==> src/tim_map.svh <==
// Purpose: Register offsets, field positions and reset values of the two-channel timer
// Assumes: APB byte addresses, one 8-bit register per aligned 32-bit word
// Notes:   Definitions only
`ifndef TIM_MAP_SVH
`define TIM_MAP_SVH

// Register byte addresses
`define TIM_A_CTRL      8'h00
`define TIM_A_CNT_HI    8'h04
`define TIM_A_CNT_LO    8'h08
`define TIM_A_MOD_HI    8'h0C
`define TIM_A_MOD_LO    8'h10
`define TIM_A_CH0_CS    8'h14
`define TIM_A_CH0_VHI   8'h18
`define TIM_A_CH0_VLO   8'h1C
`define TIM_A_CH1_CS    8'h28
`define TIM_A_CH1_VHI   8'h2C
`define TIM_A_CH1_VLO   8'h30
`define TIM_A_IRQ       8'h34

// Timer control/status fields
`define TIM_B_OVF       7
`define TIM_B_OVF_IE    6
`define TIM_B_HALT      5
`define TIM_B_CLEAR     4
`define TIM_CTRL_RST    8'h20
`define TIM_MOD_RST     16'hFFFF
`define TIM_PS_EXT      3'h7

// Channel control/status fields
`define TIM_B_CH_FLAG   7
`define TIM_B_CH_IE     6
`define TIM_B_CH_MSB    5
`define TIM_B_CH_MSA    4
`define TIM_B_CH_ELB    3
`define TIM_B_CH_ELA    2
`define TIM_B_CH_TOV    1
`define TIM_B_CH_MAX    0

`endif

==> src/tim_pkg.sv <==
// Purpose: Types shared by the timer design files
// Assumes: Nothing
// Notes:   Constants live in tim_map.svh
package tim_pkg;
	typedef logic [15:0] count_t;
	typedef logic [7:0]  byte_t;
	typedef enum logic [2:0] {
		MODE_PRESET  = 3'b001,
		MODE_CAPTURE = 3'b010,
		MODE_COMPARE = 3'b100
	} chan_mode_t;
endpackage

==> src/tim_prescaler.sv <==
// Purpose: Tick source for the timer counter
// Assumes: External clock pin is asynchronous to i_ref_clk
// Notes:   Divider restarts on counter clear so the next tick is a full period
`timescale 1ns/10ps
`default_nettype none
`include "tim_map.svh"
module tim_prescaler #(
	parameter bit EXT_CLK_EN = 1'b1
) (
	// Clock and reset
	input  wire logic       i_ref_clk,
	input  wire logic       i_reset,
	// Control
	input  wire logic [2:0] i_prescale_select,
	input  wire logic       i_clear,
	input  wire logic       i_ext_clk,
	// Tick
	output logic            o_tick
);
	logic [5:0] div_r;
	logic [5:0] div_nxt;
	logic       ext_s1_r;
	logic       ext_s2_r;
	logic       ext_d_r;
	logic [5:0] mask;
	wire        ext_rise;
	wire        int_tick;

	assign mask     = 6'((7'h01 << i_prescale_select) - 7'h01);
	assign int_tick = (div_r & mask) == mask;
	assign ext_rise = ext_s2_r & ~ext_d_r;
	assign div_nxt  = i_clear ? 6'h00 : div_r + 6'h01;
	// code 111 uses the synchronised external clock, else bus clock / 2^code
	assign o_tick   = ~i_clear & ((i_prescale_select == `TIM_PS_EXT) ?
		(EXT_CLK_EN & ext_rise) : int_tick);

	always_ff @(posedge i_ref_clk) begin
		if (i_reset) begin
			div_r    <= 6'h00;
			ext_s1_r <= 1'b0;
			ext_s2_r <= 1'b0;
			ext_d_r  <= 1'b0;
		end else begin
			div_r    <= div_nxt;
			ext_s1_r <= i_ext_clk;
			ext_s2_r <= ext_s1_r;
			ext_d_r  <= ext_s2_r;
		end
	end
endmodule // tim_prescaler
`default_nettype wire

==> src/tim_top.sv <==
// Purpose: Two-channel 16-bit timer with capture, compare and PWM, APB slave
// Assumes: Pins are asynchronous and pass two flip-flops; APB never waits
// Notes:   Each register is one byte in the low bits of an aligned word
//
// Implementation choice: register access over APB.
`timescale 1ns/10ps
`default_nettype none
`include "tim_map.svh"

// What this block does
// - Overflow flag sets when counter ticks past modulo; reset clears it.
// - Overflow flag clears by read-with-set then write zero; new overflow wins.
// - Overflow interrupt asserts while flag and enable are both one.
// - Halt bit freezes the counter; reset sets it.
// - Clear bit zeroes counter and prescaler, self-clears, reads zero.
// - Halt and clear together leave counter stopped at zero.
// - Prescale code picks bus clock divided 1..64, or external clock.
// - Reading counter high byte latches low byte until low is read.
// - Counter bytes read zero after reset and after clear.
// - On the tick after modulo the flag sets and count restarts at zero together.
// - Modulo high write blocks overflow flag until low written; reset all ones.
// - Channel flag sets on active capture edge or on compare match.
// - Channel flag clears by read-with-set then write zero; new event wins.
// - Channel interrupt asserts while its flag and enable are one.
// - Pair link bit on channel 0 links channels, disables channel 1.
// - Edge/level zero leaves pin to port; mode bit picks preset level.
// - Capture mode edge code: 01 rising, 10 falling, 11 both.
// - Compare match action: 01 toggle, 10 clear, 11 set.
// - Toggle-on-wrap inverts compare output at overflow; ignored in capture.
// - Overflow action beats compare action when both occur.
// - Full duty force with toggle-on-wrap gives 100% from next period.
// - Value high access blocks capture or compare until low accessed.
// - Linked pair: last written channel takes over at each overflow.
module tim_top
	import tim_pkg::*;
#(
	parameter bit EXT_CLK_EN = 1'b1
) (
	// Clock and reset
	input  wire logic        i_ref_clk,
	input  wire logic        i_reset,
	// APB slave
	input  wire logic        i_psel,
	input  wire logic        i_penable,
	input  wire logic        i_pwrite,
	input  wire logic [7:0]  i_paddr,
	input  wire logic [31:0] i_pwdata,
	output logic             o_pready,
	output logic             o_pslverr,
	output logic [31:0]      o_prdata,
	// Timer pins
	input  wire logic        i_external_timer_clock,
	input  wire logic [1:0]  i_channel_pin,
	output logic      [1:0]  o_channel_pin,
	output logic      [1:0]  o_channel_pin_oe,
	// Interrupt requests
	output logic             o_overflow_irq,
	output logic      [1:0]  o_channel_irq
);
	import tim_pkg::*;

	// Timer control and counter
	logic       overflow_flag_r;
	logic       overflow_irq_enable_r;
	logic       counter_halt_r;
	logic [2:0] prescale_select_r;
	count_t     count_r;
	count_t     modulo_r;
	byte_t      mod_hi_buf_r;
	logic       mod_wr_pend_r;
	byte_t      cnt_lo_latch_r;
	logic       cnt_latched_r;
	logic       ovf_armed_r;
	// Channel state
	byte_t      ch_cs_r [2];
	count_t     ch_val_r [2];
	byte_t      ch_hi_buf_r [2];
	logic [1:0] ch_block_r;
	logic [1:0] ch_armed_r;
	logic [1:0] ch_out_r;
	logic [1:0] pin_s1_r;
	logic [1:0] pin_s2_r;
	logic [1:0] pin_d_r;
	logic [1:0] max_r;
	logic       active_ch_r;
	logic       pend_ch_r;
	byte_t      rdata_r;

	// Bus decode
	wire        access   = i_psel & i_penable;
	wire        wr       = access & i_pwrite;
	wire        rd       = access & ~i_pwrite;
	wire byte_t wd       = i_pwdata[7:0];
	wire        sel_ctrl = i_paddr == `TIM_A_CTRL;
	wire        sel_chi  = i_paddr == `TIM_A_CNT_HI;
	wire        sel_clo  = i_paddr == `TIM_A_CNT_LO;
	wire        sel_mhi  = i_paddr == `TIM_A_MOD_HI;
	wire        sel_mlo  = i_paddr == `TIM_A_MOD_LO;
	wire        sel_irq  = i_paddr == `TIM_A_IRQ;
	wire [1:0]  sel_cs   = {i_paddr == `TIM_A_CH1_CS,  i_paddr == `TIM_A_CH0_CS};
	wire [1:0]  sel_vhi  = {i_paddr == `TIM_A_CH1_VHI, i_paddr == `TIM_A_CH0_VHI};
	wire [1:0]  sel_vlo  = {i_paddr == `TIM_A_CH1_VLO, i_paddr == `TIM_A_CH0_VLO};
	wire        mapped   = sel_ctrl | sel_chi | sel_clo | sel_mhi | sel_mlo | sel_irq |
		(|sel_cs) | (|sel_vhi) | (|sel_vlo);

	// Counter
	wire        linked   = ch_cs_r[0][`TIM_B_CH_MSB];
	wire        clr_req  = wr & sel_ctrl & wd[`TIM_B_CLEAR];
	logic       tick;
	wire        run_tick = tick & ~counter_halt_r;
	wire        at_mod   = count_r == modulo_r;
	wire        wrap     = run_tick & at_mod;
	// overflow flag held off while a modulo high write is pending
	wire        ovf_set  = wrap & ~mod_wr_pend_r;
	wire        ovf_clr  = wr & sel_ctrl & ~wd[`TIM_B_OVF] & ovf_armed_r;

	tim_prescaler #(
		.EXT_CLK_EN(EXT_CLK_EN)
	) u_prescaler (
		.i_ref_clk        (i_ref_clk),
		.i_reset          (i_reset),
		.i_prescale_select(prescale_select_r),
		.i_clear          (clr_req),
		.i_ext_clk        (i_external_timer_clock),
		.o_tick           (tick)
	);

	always_ff @(posedge i_ref_clk) begin
		if (i_reset) begin
			overflow_flag_r       <= 1'b0;
			overflow_irq_enable_r <= 1'b0;
			counter_halt_r        <= 1'b1;
			prescale_select_r     <= 3'h0;
			count_r               <= 16'h0000;
			modulo_r              <= `TIM_MOD_RST;
			mod_hi_buf_r          <= 8'hFF;
			mod_wr_pend_r         <= 1'b0;
			cnt_lo_latch_r        <= 8'h00;
			cnt_latched_r         <= 1'b0;
			ovf_armed_r           <= 1'b0;
		end else begin
			// Set beats clear so an overflow is never lost
			if (ovf_set)
				overflow_flag_r <= 1'b1;
			else if (ovf_clr)
				overflow_flag_r <= 1'b0;
			if (ovf_set | ovf_clr)
				ovf_armed_r <= 1'b0;
			else if (rd & sel_ctrl & overflow_flag_r)
				ovf_armed_r <= 1'b1;
			if (wr & sel_ctrl) begin
				overflow_irq_enable_r <= wd[`TIM_B_OVF_IE];
				counter_halt_r        <= wd[`TIM_B_HALT];
				prescale_select_r     <= wd[2:0];
			end
			// clear wins over counting; halt written alongside keeps zero
			if (clr_req)
				count_r <= 16'h0000;
			else if (wrap)
				count_r <= 16'h0000;
			else if (run_tick)
				count_r <= count_r + 16'h0001;
			if (wr & sel_mhi) begin
				mod_hi_buf_r  <= wd;
				mod_wr_pend_r <= 1'b1;
			end else if (wr & sel_mlo) begin
				modulo_r      <= {mod_hi_buf_r, wd};
				mod_wr_pend_r <= 1'b0;
			end
			// first high read latches low byte; low read releases it
			if (rd & sel_chi & ~cnt_latched_r) begin
				cnt_lo_latch_r <= count_r[7:0];
				cnt_latched_r  <= 1'b1;
			end else if ((rd & sel_clo) | clr_req) begin
				cnt_latched_r  <= 1'b0;
			end
		end
	end

	// Channels
	genvar g;
	generate
		for (g = 0; g < 2; g++) begin : g_ch
			wire byte_t cs      = ch_cs_r[g];
			wire [1:0]  el      = cs[`TIM_B_CH_ELB:`TIM_B_CH_ELA];
			// channel 1 idles while the pair is linked
			wire        dis     = (g == 1) & linked;
			wire        buffered = (g == 0) & linked;
			wire chan_mode_t mode = (el == 2'b00) ? MODE_PRESET :
				(buffered | cs[`TIM_B_CH_MSA]) ? MODE_COMPARE : MODE_CAPTURE;
			wire        rise    = pin_s2_r[g] & ~pin_d_r[g];
			wire        fall    = ~pin_s2_r[g] & pin_d_r[g];
			// edge code picks rising, falling or both
			wire        edge_hit = (el[0] & rise) | (el[1] & fall);
			wire        cap     = ~dis & (mode == MODE_CAPTURE) & edge_hit & ~ch_block_r[g];
			// in linked mode the active channel's value drives channel 0
			wire count_t cmp_val = buffered ? ch_val_r[active_ch_r] : ch_val_r[g];
			wire        cmp     = ~dis & (mode == MODE_COMPARE) & run_tick &
				(count_r == cmp_val) & ~ch_block_r[g];
			wire        ev      = cap | cmp;
			wire        fclr    = wr & sel_cs[g] & ~wd[`TIM_B_CH_FLAG] & ch_armed_r[g];
			wire        tov     = cs[`TIM_B_CH_TOV] & (mode == MODE_COMPARE);
			logic       out_nxt;

			always_comb begin
				out_nxt = ch_out_r[g];
				if (mode == MODE_PRESET)
					out_nxt = ~cs[`TIM_B_CH_MSA];
				else if (tov & wrap)
					out_nxt = max_r[g] ? 1'b1 : ~ch_out_r[g];
				else if (cmp & ~(tov & max_r[g]))
					unique case (el)
						2'b01:   out_nxt = ~ch_out_r[g];
						2'b10:   out_nxt = 1'b0;
						default: out_nxt = 1'b1;
					endcase
			end

			always_ff @(posedge i_ref_clk) begin
				if (i_reset) begin
					ch_cs_r[g]     <= 8'h00;
					ch_val_r[g]    <= 16'h0000;
					ch_hi_buf_r[g] <= 8'h00;
					ch_block_r[g]  <= 1'b0;
					ch_armed_r[g]  <= 1'b0;
					ch_out_r[g]    <= 1'b0;
					max_r[g]       <= 1'b0;
					pin_s1_r[g]    <= 1'b0;
					pin_s2_r[g]    <= 1'b0;
					pin_d_r[g]     <= 1'b0;
				end else begin
					pin_s1_r[g] <= i_channel_pin[g];
					pin_s2_r[g] <= pin_s1_r[g];
					pin_d_r[g]  <= pin_s2_r[g];
					ch_out_r[g] <= out_nxt;
					if (wrap)
						max_r[g] <= cs[`TIM_B_CH_MAX];
					if (wr & sel_cs[g] & ~dis) begin
						ch_cs_r[g][6:0] <= (g == 0) ? wd[6:0] :
							{wd[6], 1'b0, wd[4:0]};
					end
					// event wins over the clearing write
					if (ev)
						ch_cs_r[g][`TIM_B_CH_FLAG] <= 1'b1;
					else if (fclr)
						ch_cs_r[g][`TIM_B_CH_FLAG] <= 1'b0;
					if (ev | fclr)
						ch_armed_r[g] <= 1'b0;
					else if (rd & sel_cs[g] & cs[`TIM_B_CH_FLAG])
						ch_armed_r[g] <= 1'b1;
					if (cap)
						ch_val_r[g] <= count_r;
					else if (wr & sel_vlo[g])
						ch_val_r[g] <= {ch_hi_buf_r[g], wd};
					if (wr & sel_vhi[g])
						ch_hi_buf_r[g] <= wd;
					// capture: high read blocks; compare: high write blocks
					if ((mode == MODE_CAPTURE) ? (rd & sel_vhi[g]) : (wr & sel_vhi[g]))
						ch_block_r[g] <= 1'b1;
					else if ((mode == MODE_CAPTURE) ? (rd & sel_vlo[g]) : (wr & sel_vlo[g]))
						ch_block_r[g] <= 1'b0;
				end
			end

			// pin left to port while edge/level is zero; capture drives nothing
			assign o_channel_pin[g]    = ch_out_r[g];
			assign o_channel_pin_oe[g] = ~dis & (mode == MODE_COMPARE);
			assign o_channel_irq[g]    = cs[`TIM_B_CH_FLAG] & cs[`TIM_B_CH_IE];
		end
	endgenerate

	// Linked-pair ownership
	always_ff @(posedge i_ref_clk) begin
		if (i_reset) begin
			active_ch_r <= 1'b0;
			pend_ch_r   <= 1'b0;
		end else begin
			if (wr & (sel_vlo[1] | sel_vhi[1]))
				pend_ch_r <= 1'b1;
			else if (wr & (sel_vlo[0] | sel_vhi[0]))
				pend_ch_r <= 1'b0;
			if (~linked)
				active_ch_r <= 1'b0;
			else if (wrap)
				active_ch_r <= pend_ch_r;
		end
	end

	assign o_overflow_irq = overflow_flag_r & overflow_irq_enable_r;

	// Read mux
	byte_t rd_mux;
	always_comb begin
		rd_mux = 8'h00;
		if (sel_ctrl)
			rd_mux = {overflow_flag_r, overflow_irq_enable_r, counter_halt_r,
				1'b0, 1'b0, prescale_select_r};
		else if (sel_chi)
			rd_mux = count_r[15:8];
		else if (sel_clo)
			rd_mux = cnt_latched_r ? cnt_lo_latch_r : count_r[7:0];
		else if (sel_mhi)
			rd_mux = modulo_r[15:8];
		else if (sel_mlo)
			rd_mux = modulo_r[7:0];
		else if (sel_irq)
			rd_mux = {5'h00, o_channel_irq, o_overflow_irq};
		else if (sel_cs[0])
			rd_mux = ch_cs_r[0];
		else if (sel_cs[1])
			rd_mux = linked ? 8'h00 : ch_cs_r[1];
		else if (sel_vhi[0])
			rd_mux = ch_val_r[0][15:8];
		else if (sel_vlo[0])
			rd_mux = ch_val_r[0][7:0];
		else if (sel_vhi[1])
			rd_mux = ch_val_r[1][15:8];
		else if (sel_vlo[1])
			rd_mux = ch_val_r[1][7:0];
	end

	always_ff @(posedge i_ref_clk) begin
		if (i_reset)
			rdata_r <= 8'h00;
		else if (i_psel & ~i_penable)
			rdata_r <= rd_mux;
	end

	// Zero-wait slave; read data is sampled in setup so side effects land on access
	assign o_pready  = 1'b1;
	assign o_pslverr = access & ~mapped;
	assign o_prdata  = {24'h000000, rdata_r};
endmodule // tim_top
`default_nettype wire

==> config.mk <==
export PLATFORM = sky130hd
export DESIGN_NAME = tim_top
export DESIGN_NICKNAME = d
export VERILOG_FILES = /design/src/tim_pkg.sv /design/src/tim_prescaler.sv /design/src/tim_top.sv
export VERILOG_INCLUDE_DIRS = /design/src
export SDC_FILE = /design/constraint.sdc
export NUM_CORES = 1
export LEC_CHECK = 0
export BUFFER_PORTS_ARGS = -buffer_cell sky130_fd_sc_hd__buf_2
export CORE_MARGIN = 1
export CORE_UTILIZATION = 54
export DETAILED_ROUTE_END_ITERATION = 10
export GPL_ROUTABILITY_DRIVEN = 0
export GPL_TIMING_DRIVEN = 0
export HOLD_SLACK_MARGIN = 0.12
export PLACE_DENSITY_LB_ADDON = 0.08
export SYNTH_ARGS = -nofsm -noshare
export SYNTH_HDL_FRONTEND = slang
export SYNTH_SLANG_ARGS = --single-unit
==> constraint.sdc <==
create_clock -name i_ref_clk -period 2.3 [get_ports i_ref_clk]
set_input_delay 0.345 -clock i_ref_clk [delete_from_list [all_inputs] [get_ports i_ref_clk]]
set_output_delay 0.345 -clock i_ref_clk [all_outputs]
set_load 0.05 [all_outputs]
==> key figures <==
Run status
  • Status: finished with violations
  • Failing checks: setup timing

Clocking
  • TritonCTS clock tree: yes
  • Root buf cell: clkbuf_16
  • Longest Clk Path Bufs: 2
  • Clk sinks: 154
  • CTS clk-pin slew, worst paths: 70 ps
  • Worst skew pair latency: 450 ps
  • Num CTS Buffers: 17
  • H-tree Lvls: 4

Power
  • Power per cell area: 633 mW/mm^2
  • Tot Pwr: 6310 uW
  • Static leakage power: 0.00373 uW
  • Peak supply drop: 0.535 mV

Route
  • Total Wirelength: 28,400 um
  • Router iterations before antenna repair: 8
  • WL per Instance: 22.9 um
  • Via Count: 7,870
  • Initial DRC count: 1,268
  • DRC: 0
  • Final ANT Viol Nets: 0
  • Via density per instance: 6.36

Synth
  • Cell count after synthesis: 941
  • Yosys top cell by area: edfxtp_1
  • Ys flop type: dfxtp_1
  • Async S/R FF share, synth: 0%
  • Mapped Avg Cell Area: 8.87 um^2
  • Synth area leaders: edfxtp_1, dfxtp_1, nand2_1, nor2_1, xnor2_1
  • Distinct cell type count after synthesis: 73
  • Number of synthesized flops with an enable pin: 63
  • Cell Area, Synth: 0.00835 mm^2
  • Register area share after synthesis: 44.5%
  • #FFs+latches synth: 154
  • Post-synth top area share: 22.7%
  • YS warnings: 0

STA
  • Final period utilization: 102%
  • Clk_skew: 8.69 ps
  • Max-slew violations: 0
  • RSZ-0062 raised after global routing: yes
  • Setup TNS: -47.5 ps
  • Least-Margin Pin Slew: 1040 ps
  • Slew HR: 29.7%
  • Setup Viol. Count Final: 2
  • Final Critical Period: 2340 ps
  • Final worst slack: -38.9 ps
  • Hold Vio Cnt, Final: 0
  • F_max: 0.428 GHz

Worst setup path
  • Worst EP required: 2510 ps
  • Crit-path slowest cell: clkbuf_1
  • Crit path largest cell delay: 640 ps
  • Crit. End Element: register
  • Worst EP arrival: 2550 ps
  • Sequence of cells on the critical path: clkbuf_1 -> o211ai_1 -> o21ai_1 -> nor4_4 -> buf_6 -> a311o_1
  • CP startpoint kind: register
  • R2r setup slk: -40 ps
  • CP Max Fanout: 10
  • Critical path class: register to register

Final layout
  • Final net count: 1,087
  • Non-filler instance count after layout: 1,238
  • Ratio of cells with drive above 1 in the final layout: 19.8%
  • Commonest non-fill, non-tap cell in the layout: nand2_1
  • Area growth syn-to-layout: 19.5%
  • ANT cells: 0
  • Most frequent cells in the layout: nand2_1, nor2_1, dfxtp_1, edfxtp_1, buf_4
  • Final Cell Area: 0.00998 mm^2

Run
  • Max Cap Viol: 0

Placed design
  • Setup WS pre-CTS: -734 ps
  • Port bufs: 29
  • Cells after DPL: 1,181
  • Dpl cell area: 0.00883 mm^2
  • Post-DP HPWL: 19,500 um

Die
  • Total core area: 0.0151 mm^2
  • Site row count: 45
  • Die X: 126 um
  • Die Ht: 126 um
  • Initial Util: 55.1%
  • IO Count: 89
  • Die ar.: 0.0160 mm^2

Global route
  • Largest net degree at the start of global routing: 17
  • Global-route wire length before repair: 41,900 um
  • Aggregate global-route resource usage: 35.9%
  • Antenna violations before repair: 0
  • Vias in the first global route: 7,151
  • Total gr overflow: 0

Hold path
  • Hold WC Path Type: input port to register
[through the flow]
step	hold slack (ps)	utilization, %
3_5_place_dp	428	58.3
5_1_grt	131	65.9
4_1_cts	137	64.1
3_3_place_gp	417	58.3
6_report	135	65.9
2_1_floorplan	414	-
[kinds of logic (layout without fill, tap and decap cells)]
| kind of cell | count (synthesis) | in the layout | synth area share [%] |
|---|---|---|---|
| xor+xnor | 54 | 54 | 5.66 |
| mux | 14 | 14 | 1.69 |
| compound gates | 194 | 194 | 16.1 |
| simple gates | 407 | 407 | 25.0 |
| buf+inv | 113 | 199 | 6.55 |
| flops | 154 | 154 | 44.5 |
| fa+ha+maj | 3 | 3 | 0.419 |
| other cells | 2 | 25 | 0.0899 |
[layout make-up]
type / count / area, um^2
Sequential cell: 154 / 3740
Multi-Input combinational cell: 697 / 4410
Buffer: 81 / 490
Fill cell: 1246 / 5170
Clock buffer: 17 / 425
Timing Repair Buffer: 61 / 425
Tap cell: 188 / 235
Inverter: 25 / 101
Clock inverter: 15 / 155
[worst paths after layout]
path | from | to | cells after the start
worst min-delay path | i_channel_pin[0] | pin_s1_r[0] | 2
worst max-delay path | count_r[11] | ch_cs_r[0][7] | 6
worst max register to register | count_r[11] | ch_cs_r[0][7] | 6
worst min register to register | u_prescaler.ext_s1_r | u_prescaler.ext_s2_r | 1
[Yosys cell counts, types with 3 or more instances]
library cell and n:
o21ai_0 28, xor2_1 16, edfxtp_1 63, a22o_1 19
nor2_1 91, o2111ai_1 3, buf_1 4, mux2i_1 13
a22oi_1 27, xnor2_1 38, inv_1 25, o211ai_1 6
o221ai_1 3, a222oi_1 4, and3_1 4, a311oi_1 5
nand2_1 129, and2_1 39, nand3_1 20, nand3b_1 27
nor3_1 24, a31oi_1 7, a221oi_1 9, nor4_2 4
a21o_1 6, nand4_1 8, nor4_1 11, or3_1 5
dfxtp_1 91, clkbuf_1 41, nand2b_1 6, buf_4 25
a211oi_1 7, nor2b_1 15, a21oi_1 45, buf_2 17
o22ai_1 8
[where the power goes]
group | switching (uW) | internal [uW]
clock network | 1280 | 1530
logic | 388 | 159
registers | 55.8 | 2900
total | 1720 | 4590
[flip-flops by register name (all words and copies together), names as in the netlist, 3 cells and up, named ones only]
register and flops:
cnt_lo_latch_r 8, prescale_select_r 3, u_prescaler.div_r 6, rdata_r 8, ch_val_r 32, modulo_r 16, mod_hi_buf_r 8, ch_hi_buf_r 16
ch_cs_r 15, count_r 16
[metal layers]
metal  track usage [%]  share of wire, %
met3              9.53                12
met2              52.9                43
met5                 0                 0
met1              47.4                39
met4              21.4               6.3
[what timing repair did]
| action | CTS | global route |
|---|---|---|
| hold buffers | 2 | 0 |
| buffers inserted | 15 | 15 |
| hold endpoints to repair | 2 | 0 |
| gates resized for setup | 56 | 45 |
| setup endpoints to repair | 87 | 82 |
| pin swaps | 15 | 11 |
[worst max-delay path, delay by kind of cell, from the launching register on]
family / cells / cell delay [ps]
buffers and inverters: 2 / 790
flip-flops: 1 / 490
AND/OR/NAND/NOR: 1 / 90
AO/OA/AOI/OAI: 3 / 730
Note: power is estimated with default switching activity, not from simulation.
